`src/design/gtc_consts.vh`:
```
// Constants for the gated sixteen-bit timer/counter
`ifndef GTC_CONSTS_VH
`define GTC_CONSTS_VH
`define GTC_ADDR_INTCTL 8'h0b
`define GTC_ADDR_PFLAGS 8'h0c
`define GTC_ADDR_CNTLO 8'h0e
`define GTC_ADDR_CNTHI 8'h0f
`define GTC_ADDR_TCTL 8'h10
`define GTC_ADDR_PENABLE 8'h8c
`define GTC_TCTL_RESET 7'h00
`define GTC_INTCTL_RESET 2'h0
`define GTC_BIT_ON 0
`define GTC_BIT_SRC 1
`define GTC_BIT_SYNC_N 2
`define GTC_BIT_OSC 3
`define GTC_BIT_PS_LO 4
`define GTC_BIT_PS_HI 5
`define GTC_BIT_GATE 6
`define GTC_BIT_PERIPHERAL_IRQ_ENABLE 6
`define GTC_BIT_GIE 7
`define GTC_BIT_OVF 0
`define GTC_INSTR_DIV 4
`endif

```
`src/design/gtc_timer.v`:
```
// Gated sixteen-bit timer/counter with register port
`timescale 1ns/1ps
`include "gtc_consts.vh"
module gtc_timer #(
  parameter INSTR_DIV = `GTC_INSTR_DIV
) (
  input wire clk,
  input wire reset_n,
  input wire [7:0] reg_addr,
  input wire [7:0] reg_wdata,
  input wire reg_wr,
  input wire reg_rd,
  output reg [7:0] reg_rdata,
  input wire ext_count_clock,
  input wire count_gate_n,
  input wire sleep_mode,
  input wire [1:0] pin45_dir_in,
  input wire [1:0] pin45_level_in,
  output reg [1:0] pin45_dir_out,
  output reg [1:0] pin45_read_out,
  output reg low_power_crystal_osc,
  output wire irq_out,
  output wire wake_out
);

  // Reset release
  // Asserts at once, releases on the clock so no flop leaves reset unevenly
  reg rst_s1_ff;
  reg rst_s2_ff;
  wire rst_n;

  always @(posedge clk or negedge reset_n) begin
    if (!reset_n) begin
      rst_s1_ff <= 1'b0;
      rst_s2_ff <= 1'b0;
    end else begin
      rst_s1_ff <= 1'b1;
      rst_s2_ff <= rst_s1_ff;
    end
  end

  assign rst_n = rst_s2_ff;

  // Pin synchronisers; the third stage only feeds the edge detector
  reg [1:0] ck_sync_ff;
  reg ck_prev_ff;
  reg [1:0] gate_sync_ff;

  // Clock pin reads low after reset; an early rise is harmless while unarmed
  always @(posedge clk or negedge rst_n) begin
    if (!rst_n) begin
      ck_sync_ff <= 2'h0;
      ck_prev_ff <= 1'b0;
    end else begin
      ck_sync_ff <= {ck_sync_ff[0], ext_count_clock};
      ck_prev_ff <= ck_sync_ff[1];
    end
  end

  // Gate resets closed so counting never starts on a stale low
  always @(posedge clk or negedge rst_n) begin
    if (!rst_n) begin
      gate_sync_ff <= 2'h3;
    end else begin
      gate_sync_ff <= {gate_sync_ff[0], count_gate_n};
    end
  end

  // Edges are taken from the synchronised copy only
  wire ext_rise;
  wire ext_fall;
  wire gate_n_s;

  assign ext_rise = ck_sync_ff[1] & ~ck_prev_ff;
  assign ext_fall = ~ck_sync_ff[1] & ck_prev_ff;
  assign gate_n_s = gate_sync_ff[1];

  // Registers
  reg [6:0] tctl_ff;
  reg [1:0] intctl_ff;
  reg ovf_ff;
  reg ovf_ie_ff;
  reg [15:0] count_ff;
  reg [2:0] presc_ff;
  reg armed_ff;
  reg [7:0] idiv_ff;

  wire counter_on;
  wire clock_source_select;
  wire sync_control_n;
  wire crystal_osc_enable;
  wire [1:0] prescale_select;
  wire gate_enable;
  wire peripheral_irq_enable;
  wire global_irq_enable;

  assign counter_on = tctl_ff[`GTC_BIT_ON];
  assign clock_source_select = tctl_ff[`GTC_BIT_SRC];
  assign sync_control_n = tctl_ff[`GTC_BIT_SYNC_N];
  assign crystal_osc_enable = tctl_ff[`GTC_BIT_OSC];
  assign prescale_select = tctl_ff[`GTC_BIT_PS_HI:`GTC_BIT_PS_LO];
  assign gate_enable = tctl_ff[`GTC_BIT_GATE];
  assign peripheral_irq_enable = intctl_ff[0];
  assign global_irq_enable = intctl_ff[1];

  // Write decode
  reg wr_intctl;
  reg wr_pflags;
  reg wr_lo;
  reg wr_hi;
  reg wr_tctl;
  reg wr_pen;

  // One strobe at most; unmapped addresses fall through untouched
  always @* begin
    wr_intctl = 1'b0;
    wr_pflags = 1'b0;
    wr_lo = 1'b0;
    wr_hi = 1'b0;
    wr_tctl = 1'b0;
    wr_pen = 1'b0;
    if (reg_wr) begin
      if (reg_addr == `GTC_ADDR_INTCTL) begin
        wr_intctl = 1'b1;
      end else if (reg_addr == `GTC_ADDR_PFLAGS) begin
        wr_pflags = 1'b1;
      end else if (reg_addr == `GTC_ADDR_CNTLO) begin
        wr_lo = 1'b1;
      end else if (reg_addr == `GTC_ADDR_CNTHI) begin
        wr_hi = 1'b1;
      end else if (reg_addr == `GTC_ADDR_TCTL) begin
        wr_tctl = 1'b1;
      end else if (reg_addr == `GTC_ADDR_PENABLE) begin
        wr_pen = 1'b1;
      end
    end
  end

  // Instruction-cycle enable from the system clock
  // Free-running, so a timer start lands anywhere in an instruction cycle
  wire instr_tick;

  assign instr_tick = (idiv_ff == INSTR_DIV[7:0] - 8'h01);

  always @(posedge clk or negedge rst_n) begin
    if (!rst_n) begin
      idiv_ff <= 8'h00;
    end else if (instr_tick) begin
      idiv_ff <= 8'h00;
    end else begin
      idiv_ff <= idiv_ff + 8'h01;
    end
  end

  // Source selection and gating
  reg src_tick;
  reg allowed;
  wire gate_open;

  always @* begin
    if (clock_source_select) begin
      src_tick = ext_rise & armed_ff;
    end else begin
      src_tick = instr_tick;
    end
  end

  // Synchronised counting halts in sleep; only the unsynchronised path runs
  always @* begin
    if (!sleep_mode) begin
      allowed = 1'b1;
    end else if (clock_source_select && sync_control_n) begin
      allowed = 1'b1;
    end else begin
      allowed = 1'b0;
    end
  end

  assign gate_open = !gate_enable || !gate_n_s;

  wire clk_tick;

  assign clk_tick = counter_on && allowed && gate_open && src_tick;

  // Prescaler: 1, 2, 4 or 8
  localparam [1:0] PS_DIV1 = 2'b00;
  localparam [1:0] PS_DIV2 = 2'b01;
  localparam [1:0] PS_DIV4 = 2'b10;
  localparam [1:0] PS_DIV8 = 2'b11;
  reg presc_done;

  always @* begin
    case (prescale_select)
      PS_DIV1: presc_done = 1'b1;
      PS_DIV2: presc_done = (presc_ff[0] == 1'b1);
      PS_DIV4: presc_done = (presc_ff[1:0] == 2'h3);
      PS_DIV8: presc_done = (presc_ff == 3'h7);
      default: presc_done = 1'b1;
    endcase
  end

  wire inc;
  wire wrap;
  wire ovf_set;

  assign inc = clk_tick && presc_done;
  assign wrap = inc && (count_ff == 16'hffff);
  assign ovf_set = wrap;

  always @(posedge clk or negedge rst_n) begin
    if (!rst_n) begin
      presc_ff <= 3'h0;
    end else if (wr_lo || wr_hi) begin
      // A new start value begins a full prescale period
      presc_ff <= 3'h0;
    end else if (clk_tick) begin
      if (presc_done) begin
        presc_ff <= 3'h0;
      end else begin
        presc_ff <= presc_ff + 3'h1;
      end
    end
  end

  // Falling edge must be seen after enabling
  // Cleared while off, so every enable waits for a fresh falling edge
  always @(posedge clk or negedge rst_n) begin
    if (!rst_n) begin
      armed_ff <= 1'b0;
    end else if (!counter_on || !clock_source_select) begin
      armed_ff <= 1'b0;
    end else if (ext_fall) begin
      armed_ff <= 1'b1;
    end
  end

  // Count; a byte write wins over an increment in the same cycle
  // The tick that meets a write is lost, which is why software stops first
  genvar gi;
  wire [15:0] count_inc;
  wire [1:0] byte_wr;

  assign count_inc = count_ff + 16'h0001;
  assign byte_wr = {wr_hi, wr_lo};

  generate
    for (gi = 0; gi < 2; gi = gi + 1) begin : g_byte
      always @(posedge clk or negedge rst_n) begin
        if (!rst_n) begin
          count_ff[gi*8 +: 8] <= 8'h00;
        end else if (byte_wr[gi]) begin
          count_ff[gi*8 +: 8] <= reg_wdata;
        end else if (inc && (byte_wr == 2'h0)) begin
          count_ff[gi*8 +: 8] <= count_inc[gi*8 +: 8];
        end
      end
    end
  endgenerate

  // Control registers
  always @(posedge clk or negedge rst_n) begin
    if (!rst_n) begin
      tctl_ff <= `GTC_TCTL_RESET;
    end else if (wr_tctl) begin
      tctl_ff <= reg_wdata[6:0];
    end
  end

  // Only the two enables are stored; the other bits belong elsewhere
  always @(posedge clk or negedge rst_n) begin
    if (!rst_n) begin
      intctl_ff <= `GTC_INTCTL_RESET;
    end else if (wr_intctl) begin
      intctl_ff <= {reg_wdata[`GTC_BIT_GIE], reg_wdata[`GTC_BIT_PERIPHERAL_IRQ_ENABLE]};
    end
  end

  // Overflow enable
  always @(posedge clk or negedge rst_n) begin
    if (!rst_n) begin
      ovf_ie_ff <= 1'b0;
    end else if (wr_pen) begin
      ovf_ie_ff <= reg_wdata[`GTC_BIT_OVF];
    end
  end

  // Overflow flag: a rollover beats a software clear in the same cycle
  always @(posedge clk or negedge rst_n) begin
    if (!rst_n) begin
      ovf_ff <= 1'b0;
    end else if (ovf_set) begin
      ovf_ff <= 1'b1;
    end else if (wr_pflags) begin
      ovf_ff <= reg_wdata[`GTC_BIT_OVF];
    end
  end

  // Interrupt and wake share the flag and the two lower enables
  wire ovf_armed;

  assign ovf_armed = ovf_ff && ovf_ie_ff && peripheral_irq_enable;
  assign irq_out = ovf_armed && global_irq_enable;
  // Wake ignores the global enable; that only picks vector or fall-through
  assign wake_out = sleep_mode && ovf_armed && counter_on;

  // Oscillator enable
  always @(posedge clk or negedge rst_n) begin
    if (!rst_n) begin
      low_power_crystal_osc <= 1'b0;
    end else begin
      low_power_crystal_osc <= crystal_osc_enable;
    end
  end

  // Pins 4 and 5 are handled alike, one copy per bit
  // The oscillator owns both pins while it runs
  generate
    for (gi = 0; gi < 2; gi = gi + 1) begin : g_pin
      reg lvl_s1_ff;
      reg lvl_s2_ff;

      always @(posedge clk or negedge rst_n) begin
        if (!rst_n) begin
          lvl_s1_ff <= 1'b0;
          lvl_s2_ff <= 1'b0;
          pin45_dir_out[gi] <= 1'b1;
          pin45_read_out[gi] <= 1'b0;
        end else begin
          lvl_s1_ff <= pin45_level_in[gi];
          lvl_s2_ff <= lvl_s1_ff;
          if (crystal_osc_enable) begin
            pin45_dir_out[gi] <= 1'b1;
            pin45_read_out[gi] <= 1'b0;
          end else begin
            pin45_dir_out[gi] <= pin45_dir_in[gi];
            pin45_read_out[gi] <= lvl_s2_ff;
          end
        end
      end
    end
  endgenerate

  // Read port; the count is held in flip-flops on this clock, so a byte
  // read never sees a half-updated value
  reg [7:0] rd_mux;

  always @* begin
    rd_mux = 8'h00;
    if (reg_addr == `GTC_ADDR_INTCTL) begin
      rd_mux = {intctl_ff, 6'h00};
    end else if (reg_addr == `GTC_ADDR_PFLAGS) begin
      rd_mux = {7'h00, ovf_ff};
    end else if (reg_addr == `GTC_ADDR_CNTLO) begin
      rd_mux = count_ff[7:0];
    end else if (reg_addr == `GTC_ADDR_CNTHI) begin
      rd_mux = count_ff[15:8];
    end else if (reg_addr == `GTC_ADDR_TCTL) begin
      rd_mux = {1'b0, tctl_ff};
    end else if (reg_addr == `GTC_ADDR_PENABLE) begin
      rd_mux = {7'h00, ovf_ie_ff};
    end
  end

  always @(posedge clk or negedge rst_n) begin
    if (!rst_n) begin
      reg_rdata <= 8'h00;
    end else if (reg_rd) begin
      reg_rdata <= rd_mux;
    end else begin
      reg_rdata <= 8'h00;
    end
  end

endmodule // gtc_timer

```
`config.mk`:
```
export PLATFORM = sky130hd
export DESIGN_NAME = gtc_timer
export DESIGN_NICKNAME = d
export VERILOG_FILES = /design/src/design/gtc_timer.v
export VERILOG_INCLUDE_DIRS = /design/src /design/src/design
export SDC_FILE = /design/constraint.sdc
export NUM_CORES = 1
export LEC_CHECK = 0
export BUFFER_PORTS_ARGS = -buffer_cell sky130_fd_sc_hd__buf_4
export CAP_MARGIN = 15
export CORE_MARGIN = 3
export CORE_UTILIZATION = 51
export CTS_BUF_LIST = sky130_fd_sc_hd__clkbuf_8
export DETAILED_ROUTE_END_ITERATION = 6
export PLACE_DENSITY = 0.72
export SLEW_MARGIN = 20
export SYNTH_ARGS = -nofsm -noshare
export SYNTH_HDL_FRONTEND = slang
export SYNTH_SLANG_ARGS = --single-unit
```
`constraint.sdc`:
```
create_clock -name clk -period 4.16 [get_ports clk]
set_clock_uncertainty 0.1 [all_clocks]
set_input_delay 0.208 -clock clk [delete_from_list [all_inputs] [get_ports clk]]
set_output_delay 0.208 -clock clk [all_outputs]
set_load 0.01 [all_outputs]
```
==> key figures <==
Run status
  – Status: completed

Synthesis
  – Compound-gate portion of the synthesized area: 13.4%
  – Syn_area_per_cell: 10.4 um2
  – XOR/XNOR Fraction of Synth Area: 2.51%
  – Simple-gate share of the synthesized area: 23.2%
  – Number of synthesized register bits: 63
  – Synth area leader: dfrtp_1
  – Synth area leaders: dfrtp_1, a21oi_1, dfstp_2, nor3_1, nand2_1
  – YS warnings: 0
  – Syn nets: 332
  – EDFF count, synth: 0
  – Post-synth top area share: 47.0%
  – Ys flop type: dfrtp_1
  – Mapped Cells: 301
  – Sequential fraction of the synthesis area: 50.4%
  – Adder-cell share of the synthesized area: 1.59%
  – Largest family of logic cells by synthesized area: simple AND/OR/NAND/NOR gates
  – Async SR Flop Fraction: 100%
  – Mux cell area share after synthesis: 4.47%
  – Cell Area, Synth: 0.00314 mm2
  – Netlist cell types: 56

Global routing
  – Initial antenna violation count: 0
  – GRT Util Overall: 22.0%
  – Global route overflow: 0
  – First-pass GRT wire length: 12300 um
  – Largest net degree at the start of global routing: 48
  – Vias in the first global route: 2443

Detailed routing
  – ANT nets after route: 0
  – DR WL/cell: 17.1 um
  – Routed WL: 7360 um
  – Vias: 2533
  – DR pass1 iterations: 5
  – Vias per cell: 5.89
  – Post-route DRC: 0
  – Initial DRC count: 178

Timing
  – RSZ-0062 raised after global routing: false
  – Final setup fails: 0
  – Worst slew pin tran: 0.820 ns
  – Final period utilization: 56.4%
  – Hold Violations, Final: 0
  – Slew HR: 45.1%
  – Sum of negative setup slack: 0 ns
  – Final min period: 2.35 ns
  – Max-slew violation count: 0
  – Peak Freq: 0.426 GHz

Worst setup path
  – Startpoint Class: flip-flop
  – FF-to-FF setup slack: 1.81 ns
  – Worst R2R End: count_ff[8]$_DFFE_PN0P_
  – R2R depth: 7
  – Crit-path max FO: 12
  – CP endpoint kind: flip-flop
  – Setup CP Type: reg2reg
  – FF-to-FF Start: idiv_ff[0]$_DFF_PN0_
  – CP Data Required Time: 4.34 ns
  – Worst Path Arrival: 2.53 ns

Min path
  – Min-delay src: reg_wdata[0]
  – Worst Hold Class: in2reg
  – Hold path cells: 3
  – Worst Hold End: tctl_ff[0]$_DFFE_PN0P_

Cells and area
  – Most frequent cells in the layout: dfrtp_1, buf_4, nor2_1, nand2_1
  – Core Util, Final: 66.2%
  – Fin nets: 384
  – Filler cell count: 463
  – N_diodes: 0
  – Fin area: 0.00380 mm2
  – Commonest non-fill, non-tap cell in the layout: dfrtp_1
  – Area growth from synthesis to layout: 21.2%
  – FF/Latch Area: 0.00158 mm2
  – Multi-input gate area: 0.00142 mm2
  – Share of cells above drive strength 1: 22.9%

Floorplanning
  – Io pins: 42
  – # rows: 27
  – Core area: 0.00574 mm2
  – Die ar.: 0.00713 mm2
  – Initial cell density of the core: 54.6%
  – Die H: 84.4 um
  – Die width: 84.4 um

Clocking
  – # clock sinks: 63
  – Post CTS Setup Buffer Count: 0
  – CTS tree: yes
  – CTS root buf: clkbuf_8
  – CTS clk-pin slew, worst paths: 0.07 ns
  – Num CTS Buffers: 9
  – CTS max path bufs: 2
  – Htree depth: 3
  – Worst skew pair latency: 0.34 ns

Place
  – Dpl hpwl: 5170 um
  – Post-DP Area: 0.00346 mm2
  – Routability congestion estimate: 0.877
  – Port Buffer Count: 41

Pwr
  – Tot Pwr: 1490 uW
  – Power Density: 392 mW/mm2
  – VDD IR max: 0.329 mV
  – Leak pwr: 0.00170 uW

Flow run
  – Max cap viols: 0
[Yosys cell counts, types with 3 or more instances]
cell and count:
clkbuf_1 3, a221o_1 7, nor2_1 22, or2_2 3, inv_1 14, dfstp_2 4, nand3_1 14, o21ai_0 10
mux2_1 6, o21ai_1 7, xnor2_1 9, nor3_1 21, a22oi_1 3, dfrtp_1 59, buf_2 5, mux2i_1 5
and2_1 3, ha_1 4, a21oi_1 21, and3_1 5, buf_6 4, nand4_1 3, nor4_1 4, nand2_1 22
[cell type report]
cell class                 instances  share of cell area, %
multi-input combinational        212                   37.4
clock inverter                     6                   2.43
sequential                        63                   41.6
clock buffer                      10                   3.62
inverter                          14                   1.38
tap                               72                   2.37
timing repair buffer              53                   11.2
[worst max-delay path by stage]
stage	startpoint	to	slack, ns
after floorplan	presc_ff[0]$_DFFE_PN0P_	count_ff[6]$_DFFE_PN0P_	2.10
after global placement	idiv_ff[0]$_DFF_PN0_	count_ff[11]$_DFFE_PN0P_	1.86
after detailed placement	reg_addr[7]	count_ff[6]$_DFFE_PN0P_	1.83
after CTS	idiv_ff[0]$_DFF_PN0_	count_ff[8]$_DFFE_PN0P_	1.82
after global routing	idiv_ff[0]$_DFF_PN0_	count_ff[8]$_DFFE_PN0P_	1.57
final	idiv_ff[0]$_DFF_PN0_	count_ff[8]$_DFFE_PN0P_	1.81
[registers in the layout (all words and copies together), names as in the netlist, 2 cells and up]
| signal | flops |
|---|---|
| reg_rdata | 8 |
| idiv_ff | 8 |
| presc_ff | 3 |
| g_pin.lvl_s2_ff | 2 |
| gate_sync_ff | 2 |
| ck_sync_ff | 2 |
| pin45_dir_out | 2 |
| tctl_ff | 7 |
| g_pin.lvl_s1_ff | 2 |
| intctl_ff | 2 |
| pin45_read_out | 2 |
| count_ff | 16 |
[stage by stage]
stage                     setup WS [ns]  hold slack [ns]  std cells
after floorplan                    2.10           -0.188        301
after global placement             1.86           -0.110        403
after detailed placement           1.83           -0.108        403
after CTS                          1.82          0.00211        429
after global routing               1.57          0.00863        430
final                              1.81           0.0205        430
[cell families after synthesis]
| logic type | after synthesis |
|---|---|
| muxes | 13 |
| DFF | 63 |
| other | 1 |
| xor gates and xnor gates | 9 |
| and+or+nand+nor | 123 |
| buffers and inverters | 26 |
| adders and majority gates | 4 |
| AOI/OAI and AO/OA | 62 |
[timing repair]
action | in CTS | in global routing
hold endpoints to repair | 11 | 1
resized for setup | 0 | 0
hold buffers | 10 | 1
[metal layers]
metal	global-route usage, %	routed length (um)	part of all wire (%)	vias to the layer above
met2	33.6	3430	47	113
li1	-	-	-	1181
met1	30.3	3280	45	1226
met3	4.32	488	6.6	13
met4	10.2	150	2.0	0
met5	0	0	0	-
[report_power, final]
group / internal [uW] / leakage, uW / switching [uW]
sequential: 660 / 0.000809 / 64.4
clock: 356 / 0.000109 / 249
combinational: 79.3 / 0.000785 / 83.5
[worst max-delay path, cell delays in order (launching register included)]
cell     delay (ns)
dfrtp_1        0.40
ha_1           0.25
nor4b_1        0.26
a21oi_1        0.13
and2b_1        0.41
nand3_4        0.21
nor4b_1        0.37
a221o_1        0.16
No activity file was read; power rests on OpenSTA's default activity.
